`src/hw/tcc_consts.vh`:
```
// Purpose: constants of the timer channel one control block
// Assumes: apb byte addresses, one 32-bit word per register
// Notes: definitions only
`ifndef TCC_CONSTS_VH
`define TCC_CONSTS_VH

// register byte offsets
`define TCC_OFS_SC 12'h000
`define TCC_OFS_VALUE 12'h004
`define TCC_OFS_MODCTL 12'h008
`define TCC_OFS_IRQ_STAT 12'h00c
`define TCC_OFS_IRQ_MASK 12'h010

// status/control field positions
`define TCC_SC_FLAG_BIT 7
`define TCC_SC_IE_BIT 6
`define TCC_SC_MSHI_BIT 5
`define TCC_SC_MSLO_BIT 4
`define TCC_SC_ELS_HI 3
`define TCC_SC_ELS_LO 2

// module control and event status positions
`define TCC_MODCTL_CAS_BIT 0
`define TCC_EV_CAPTURE_BIT 0
`define TCC_EV_MATCH_BIT 1
`define TCC_EV_PERIOD_BIT 2
`define TCC_EV_WIDTH 3

// reset values
`define TCC_SC_RST 8'h00
`define TCC_VALUE_RST 16'h0000
`define TCC_MODCTL_RST 1'b0
`define TCC_EV_RST 3'h0

// channel modes
`define TCC_MODE_IC 2'h0
`define TCC_MODE_OC 2'h1
`define TCC_MODE_EPWM 2'h2
`define TCC_MODE_CPWM 2'h3

// edge/level select codes
`define TCC_ELS_OFF 2'h0
`define TCC_ELS_01 2'h1
`define TCC_ELS_10 2'h2
`define TCC_ELS_11 2'h3

`endif

```
`src/hw/tcc_top.v`:
```
// Purpose: status and control of timer channel one with apb registers
// Assumes: counter inputs come from logic on clk; channel pin is asynchronous
// Notes: single clock, pready always high
// Operation
// - capture mode flags active pin edge
// - compare and edge pwm flag counter match
// - center pwm flags every counter match
// - interrupt while flag set and enabled
// - clear flag by read then write zero
// - event between read and write restarts clear
// - writing one to flag does nothing
// - interrupt enable read/write, reset clears both
// - mode select high gives edge pwm
// - mode select low picks capture or compare
// - edge/level field sets polarity per mode
// - edge/level zero releases pin to gpio
// - capture rising, falling or either edge
// - compare none, toggle, clear, set pin
// - pwm 10 high-true, x1 low-true pulses
// - center select forces center pwm mode
`timescale 1ns/10ps
`default_nettype none
`include "tcc_consts.vh"

module tcc_top #(
  parameter CNT_WIDTH = 16
) (
  // clock and reset
  input wire clk,
  input wire rstn,
  // apb slave
  input wire psel,
  input wire penable,
  input wire pwrite,
  input wire [11:0] paddr,
  input wire [31:0] pwdata,
  output wire pready,
  output wire pslverr,
  output reg [31:0] prdata,
  // main counter, same clock domain
  input wire [CNT_WIDTH-1:0] main_timer_counter,
  input wire counter_tick,
  input wire counter_down,
  output wire center_aligned_select,
  // channel pin
  input wire chan_pin_in,
  output reg chan_pin_out,
  output wire chan_pin_oe,
  // interrupt
  output wire chan_irq
);

  // register state
  reg flag_reg;
  reg ie_reg;
  reg mshi_reg;
  reg mslo_reg;
  reg [1:0] els_reg;
  reg arm_reg;
  reg [CNT_WIDTH-1:0] value_reg;
  reg cas_reg;
  wire [`TCC_EV_WIDTH-1:0] ev_stat;
  wire [`TCC_EV_WIDTH-1:0] ev_mask;
  wire [`TCC_EV_WIDTH-1:0] ev_stat_next;
  wire [`TCC_EV_WIDTH-1:0] ev_mask_next;
  // pin synchroniser and edge history
  reg pin_s1_reg;
  reg pin_s2_reg;
  reg pin_s3_reg;

  // apb decode
  wire setup = psel & ~penable;
  wire access = psel & penable;
  wire hit_sc = (paddr == `TCC_OFS_SC);
  wire hit_value = (paddr == `TCC_OFS_VALUE);
  wire hit_modctl = (paddr == `TCC_OFS_MODCTL);
  wire hit_stat = (paddr == `TCC_OFS_IRQ_STAT);
  wire hit_mask = (paddr == `TCC_OFS_IRQ_MASK);
  wire mapped = hit_sc | hit_value | hit_modctl | hit_stat | hit_mask;
  wire wr = access & pwrite & mapped;
  wire rd = access & ~pwrite & mapped;

  assign pready = 1'b1;
  assign pslverr = access & ~mapped;

  // mode decode; center select overrides the channel bits
  reg [1:0] mode;
  always @* begin
    if (cas_reg) begin
      mode = `TCC_MODE_CPWM;
    end else if (mshi_reg) begin
      mode = `TCC_MODE_EPWM;
    end else if (mslo_reg) begin
      mode = `TCC_MODE_OC;
    end else begin
      mode = `TCC_MODE_IC;
    end
  end

  assign center_aligned_select = cas_reg;

  // pin released to gpio when field is zero; timer still counts
  wire pin_used = (els_reg != `TCC_ELS_OFF);

  // capture edge detect on synchronised pin only
  wire pin_rise = pin_s2_reg & ~pin_s3_reg;
  wire pin_fall = ~pin_s2_reg & pin_s3_reg;
  reg edge_hit;
  always @* begin
    case (els_reg)
      `TCC_ELS_01: edge_hit = pin_rise;
      `TCC_ELS_10: edge_hit = pin_fall;
      `TCC_ELS_11: edge_hit = pin_rise | pin_fall;
      default: edge_hit = 1'b0;
    endcase
  end

  wire capture_ev = (mode == `TCC_MODE_IC) & edge_hit;
  wire match = counter_tick & (main_timer_counter == value_reg);
  wire match_ev = (mode != `TCC_MODE_IC) & match;
  wire period_start = counter_tick & (main_timer_counter == {CNT_WIDTH{1'b0}}) & ~counter_down;
  wire chan_event = capture_ev | match_ev;

  // flag clear sequence
  wire sc_read = rd & hit_sc;
  wire sc_write = wr & hit_sc;
  wire clear_req = sc_write & arm_reg & ~pwdata[`TCC_SC_FLAG_BIT];

  // two-state clear handshake; only a status read that saw the flag arms it
  localparam CLR_IDLE = 1'b0;
  localparam CLR_ARMED = 1'b1;
  reg flag_next;
  reg arm_next;
  always @* begin
    flag_next = flag_reg;
    arm_next = arm_reg;
    case (arm_reg)
      CLR_IDLE: begin
        if (sc_read & flag_reg) begin
          arm_next = CLR_ARMED;
        end
      end
      CLR_ARMED: begin
        if (clear_req) begin
          flag_next = 1'b0;
          arm_next = CLR_IDLE;
        end else if (sc_write) begin
          arm_next = CLR_IDLE;
        end
      end
      default: arm_next = CLR_IDLE;
    endcase
    // new event wins over clear and restarts the sequence
    if (chan_event) begin
      flag_next = 1'b1;
      arm_next = CLR_IDLE;
    end
  end

  always @(posedge clk or negedge rstn) begin
    if (!rstn) begin
      flag_reg <= 1'b0;
      arm_reg <= CLR_IDLE;
    end else begin
      flag_reg <= flag_next;
      arm_reg <= arm_next;
    end
  end

  // control fields
  always @(posedge clk or negedge rstn) begin
    if (!rstn) begin
      ie_reg <= 1'b0;
      mshi_reg <= 1'b0;
      mslo_reg <= 1'b0;
      els_reg <= 2'h0;
      cas_reg <= `TCC_MODCTL_RST;
    end else begin
      if (sc_write) begin
        ie_reg <= pwdata[`TCC_SC_IE_BIT];
        mshi_reg <= pwdata[`TCC_SC_MSHI_BIT];
        mslo_reg <= pwdata[`TCC_SC_MSLO_BIT];
        els_reg <= pwdata[`TCC_SC_ELS_HI:`TCC_SC_ELS_LO];
      end
      if (wr & hit_modctl) begin
        cas_reg <= pwdata[`TCC_MODCTL_CAS_BIT];
      end
    end
  end

  // channel value: capture loads the counter, else software writes
  always @(posedge clk or negedge rstn) begin
    if (!rstn) begin
      value_reg <= `TCC_VALUE_RST;
    end else if (capture_ev) begin
      value_reg <= main_timer_counter;
    end else if (wr & hit_value) begin
      value_reg <= pwdata[CNT_WIDTH-1:0];
    end
  end

  // sticky event status and mask, one cell per event; set wins over a same-cycle clear
  localparam [`TCC_EV_WIDTH-1:0] EV_RST = `TCC_EV_RST;
  wire [`TCC_EV_WIDTH-1:0] ev_set = {period_start, match_ev, capture_ev};
  wire wr_stat = wr & hit_stat;
  wire wr_mask = wr & hit_mask;
  genvar ev_i;
  generate
    for (ev_i = 0; ev_i < `TCC_EV_WIDTH; ev_i = ev_i + 1) begin : g_ev
      reg stat_reg;
      reg mask_reg;
      wire stat_next = ev_set[ev_i] | (stat_reg & ~(wr_stat & pwdata[ev_i]));
      wire mask_next = wr_mask ? pwdata[ev_i] : mask_reg;
      always @(posedge clk or negedge rstn) begin
        if (!rstn) begin
          stat_reg <= EV_RST[ev_i];
          mask_reg <= EV_RST[ev_i];
        end else begin
          stat_reg <= stat_next;
          mask_reg <= mask_next;
        end
      end
      assign ev_stat[ev_i] = stat_reg;
      assign ev_mask[ev_i] = mask_reg;
      assign ev_stat_next[ev_i] = stat_next;
      assign ev_mask_next[ev_i] = mask_next;
    end
  endgenerate

  // request line from a flop fed by next state: no glitches, same cycle as the flag
  wire ie_next = sc_write ? pwdata[`TCC_SC_IE_BIT] : ie_reg;
  wire irq_next = (flag_next & ie_next) | (|(ev_stat_next & ev_mask_next));
  reg irq_reg;
  always @(posedge clk or negedge rstn) begin
    if (!rstn) begin
      irq_reg <= 1'b0;
    end else begin
      irq_reg <= irq_next;
    end
  end
  assign chan_irq = irq_reg;

  // pin synchroniser; first stage feeds only the second
  always @(posedge clk or negedge rstn) begin
    if (!rstn) begin
      pin_s1_reg <= 1'b0;
      pin_s2_reg <= 1'b0;
      pin_s3_reg <= 1'b0;
    end else begin
      pin_s1_reg <= chan_pin_in;
      pin_s2_reg <= pin_s1_reg;
      pin_s3_reg <= pin_s2_reg;
    end
  end

  // output drive; capture mode and field zero leave the pin undriven
  // enable flop is fed by next state, so it follows the mode bits without a lag
  wire [1:0] els_next = sc_write ? pwdata[`TCC_SC_ELS_HI:`TCC_SC_ELS_LO] : els_reg;
  wire mshi_next = sc_write ? pwdata[`TCC_SC_MSHI_BIT] : mshi_reg;
  wire mslo_next = sc_write ? pwdata[`TCC_SC_MSLO_BIT] : mslo_reg;
  wire cas_next = (wr & hit_modctl) ? pwdata[`TCC_MODCTL_CAS_BIT] : cas_reg;
  wire oe_next = (els_next != `TCC_ELS_OFF) & (cas_next | mshi_next | mslo_next);
  reg oe_reg;
  always @(posedge clk or negedge rstn) begin
    if (!rstn) begin
      oe_reg <= 1'b0;
    end else begin
      oe_reg <= oe_next;
    end
  end
  assign chan_pin_oe = oe_reg;

  // high-true when field is 10, low-true when low bit set
  wire low_true = els_reg[0];
  reg pin_next;
  always @* begin
    pin_next = chan_pin_out;
    case (mode)
      `TCC_MODE_OC: begin
        if (match) begin
          case (els_reg)
            `TCC_ELS_01: pin_next = ~chan_pin_out;
            `TCC_ELS_10: pin_next = 1'b0;
            `TCC_ELS_11: pin_next = 1'b1;
            default: pin_next = chan_pin_out;
          endcase
        end
      end
      `TCC_MODE_EPWM: begin
        // match is checked before period start and wins, so a zero value gives no pulse
        if (match) begin
          pin_next = low_true;
        end else if (period_start) begin
          pin_next = ~low_true;
        end
      end
      `TCC_MODE_CPWM: begin
        if (match & ~counter_down) begin
          pin_next = low_true;
        end else if (match & counter_down) begin
          pin_next = ~low_true;
        end
      end
      default: pin_next = chan_pin_out;
    endcase
    if (!pin_used) begin
      pin_next = 1'b0;
    end
  end

  always @(posedge clk or negedge rstn) begin
    if (!rstn) begin
      chan_pin_out <= 1'b0;
    end else begin
      chan_pin_out <= pin_next;
    end
  end

  // read data registered in the setup cycle
  reg [31:0] rd_mux;
  always @* begin
    rd_mux = 32'h00000000;
    if (hit_sc) begin
      rd_mux = {24'h000000, flag_reg, ie_reg, mshi_reg, mslo_reg, els_reg, 2'h0};
    end else if (hit_value) begin
      rd_mux[CNT_WIDTH-1:0] = value_reg;
    end else if (hit_modctl) begin
      rd_mux[`TCC_MODCTL_CAS_BIT] = cas_reg;
    end else if (hit_stat) begin
      rd_mux[`TCC_EV_WIDTH-1:0] = ev_stat;
    end else if (hit_mask) begin
      rd_mux[`TCC_EV_WIDTH-1:0] = ev_mask;
    end
  end

  always @(posedge clk or negedge rstn) begin
    if (!rstn) begin
      prdata <= 32'h00000000;
    end else if (setup & ~pwrite) begin
      prdata <= rd_mux;
    end
  end

endmodule

`default_nettype wire

```
`config.mk`:
```
export PLATFORM = sky130hd
export DESIGN_NAME = tcc_top
export DESIGN_NICKNAME = d
export VERILOG_FILES = /design/src/hw/tcc_top.v
export VERILOG_INCLUDE_DIRS = /design/src /design/src/hw
export SDC_FILE = /design/constraint.sdc
export NUM_CORES = 1
export LEC_CHECK = 0
export ABC_AREA = 1
export BUFFER_PORTS_ARGS = -buffer_cell sky130_fd_sc_hd__buf_2
export CORE_AREA = 4 4 99 101
export DETAILED_ROUTE_END_ITERATION = 8
export DIE_AREA = 0 0 103 105
export PLACE_DENSITY_LB_ADDON = 0.05
export SLEW_MARGIN = 20
export SYNTH_ARGS = -nofsm -noshare
export SYNTH_HDL_FRONTEND = slang
export SYNTH_SLANG_ARGS = --single-unit
```
`constraint.sdc`:
```
create_clock -name clk -period 2.2 [get_ports clk]
set_input_delay 0 -clock clk [delete_from_list [all_inputs] [get_ports clk]]
set_output_delay 0 -clock clk [all_outputs]
set_load 0.1 [all_outputs]
```
==> summary.txt <==
Synth warn = 0
P_leak = 1.99 nW
Ys async rst share = 100%
DR iter-0 viols = 187
DRC violations left = 0
FP Rows = 35
Antenna Cells = 0
Initial antenna violation count = 0
Antenna Nets Post-Route = 0
WHS Path Cells = 3
Synthesized cell area = 3070 sq um
Area grow syn2layout = 23.0%
CP Class = flip-flop to flip-flop
Final period utilization = 91.7%
Area of the multi-input gates = 1460 sq um
Number of synthesized flops with an enable pin = 0
Top_reg_cell synth = dfrtp_1
Design Power = 1.96 mW
Top fanout value on the critical path = 16
Flop2flop setup slack = 180 ps
Syn_area_per_cell = 7.75 sq um
Clk slew on worst S/H paths = 100 ps
Routed WL = 9.14 mm
CTS tree = done
IO Port Bufs = 72
Max-Slew Margin vs Limit = 48.1%
Hold WC Path Type = input pin to flip-flop
Drt wl/cell = 15.2 microns
Fillers = 956
Worst slew pin tran = 779 ps
Crit path time final = 2020 ps
Non-Filler Instances = 601
Worst vdd ir = 0.000216 V
Die width = 103 microns
Setup TNS Final = 0 ps
Seq/Total Area, Yosys = 42.4%
Clk_lat worst skew = 320 ps
Initial Utilization = 34.0%
Vias in the first global route = 2709
Sink Count = 52
Final #Nets = 559
Max-slew violations = 0
Final setup fails = 0
Pin count of the biggest net entering global routing = 33
Register bit count reported by yosys = 52
Endpoints failing hold = 0
FF+latch area = 1300 sq um
Crit. End Element = flip-flop
# placed instances = 576
Global-route wire length before repair = 14.4 mm
CTS max path bufs = 2
Outcome = completed
Gr usage total = 17.1%
First-pass DRT Iterations = 5
Vias = 2948
Worst EP arrival = 2250 ps
Yosys cell types = 38
Via density = 4.91
Placed wire-length estimate = 7.02 mm
Worst setup SP type = flip-flop
Cts bufs inserted = 5
CTS root buf = clkbuf_8
Number of max-cap violations = 0
Chip Height = 105 microns
WP data required = 2430 ps
Ports = 106
Worst reg-to-reg path cell count = 7
Instance area at placement = 3510 sq um
Fmax achieved = 496 MHz
Fin area = 3770 sq um
Syn Inst Count = 396
Power Dens Cells = 519 nW/um^2
Layout cell share with drive strength beyond 1 = 23.5%
H-tree depth = 2
GRT overflow = 0
Final GP Congestion = 0.837
Setup bufs post-CTS = 0
RSZ-0062 raised after global routing = false
Core Footprint = 9020 sq um
Clock skew = 8.41 ps
Die area = 10800 sq um
==> layer usage <==
layer  vias to the layer above  routed length, microns  track usage [%]
met5                         -                       0                0
met2                        95                    4050             25.3
met3                         7                     475             3.00
met1                      1390                    4520             26.0
met4                         0                      83             3.61
li1                       1456                       -                -
==> placed cells by master (no fill, tap or decap), drive strengths merged, types with 2 or more instances in the layout <==
cell type,netlist,layout
nand3b,2,2
nor3,6,6
xor2,4,4
nor2,49,49
o221ai,2,2
a21oi,8,8
nand3,26,26
buf,22,78
o211ai,4,4
dlygate4sd3,0,17
inv,52,54
o21ai,24,24
conb,2,17
nand2,95,95
clkbuf,2,5
dfrtp,52,52
o22ai,15,15
a31oi,10,10
nand4,13,13
ha,2,2
==> power by group <==
group / switching [mW] / total (mW) / internal (mW)
Sequential: 0.0133 / 0.988 / 0.975
Combinational: 0.292 / 0.388 / 0.0965
Clock: 0.349 / 0.582 / 0.233
Total: 0.654 / 1.96 / 1.30
==> logic make-up after synthesis <==
logic type / synth area share, %
XOR/XNOR: 1.14
adder cells (fa/ha/maj): 0.816
flip-flops: 42.4
other: 0.245
AND/OR/NAND/NOR: 29.9
buffers and inverters: 11.9
AO/OA/AOI/OAI: 13.5
==> per-stage QoR <==
step,hold slack [ps],worst slack [ps],utilization (%)
finish,7.79,183,41.8
global route,27.0,9.04,41.8
CTS,1.76,181,41.8
detailed placement,112,204,38.9
global placement,111,203,38.9
floorplan,-296,157,-
==> synthesized netlist by cell type (5+ instances only) <==
cell type	count	area, sq um
a21oi_1	8	40.0
a31oi_1	10	62.6
buf_4	18	135
dfrtp_1	52	1300
inv_1	45	169
inv_2	7	26.3
nand2_1	91	342
nand3_1	23	115
nand4_1	13	81.3
nor2_1	39	146
nor2_2	5	31.3
nor3_1	5	25.0
o21ai_0	17	85.1
o21ai_1	5	25.0
o22ai_1	15	93.8
==> worst paths after layout <==
path | start | to
min in group asynchronous | rstn | prdata[14]
max | mshi_reg | value_reg[15]
max in group asynchronous | rstn | g_ev[1].mask_reg
min | main_timer_counter[6] | value_reg[6]
max reg2reg | mshi_reg | value_reg[15]
min reg2reg | pin_s1_reg | pin_s2_reg
==> worst max-delay path, stage by stage, from the launching register on <==
cell     delay (ps)
dfrtp_1         430
nor2_1          210
nand2_1         130
nor2_1          210
nand2_1         250
nand3_2         370
o22ai_1         130
a31oi_1         200
==> layout make-up <==
cell class                      count  area share (%)
Tap cell                          111            3.68
Clock buffer                        5            1.82
Clock inverter                      3           0.663
Inverter                           53            5.40
Multi-Input combinational cell    282            38.6
Sequential cell                    52            34.5
Timing Repair Buffer               95            15.4
==> what timing repair did <==
item | in CTS | in global routing
endpoints found under the setup margin | 0 | 1
hold buffers | 17 | 0
hold endpoints to repair | 48 | 0
gates resized for setup | 0 | 1
No activity file was read; power rests on OpenSTA's default activity.
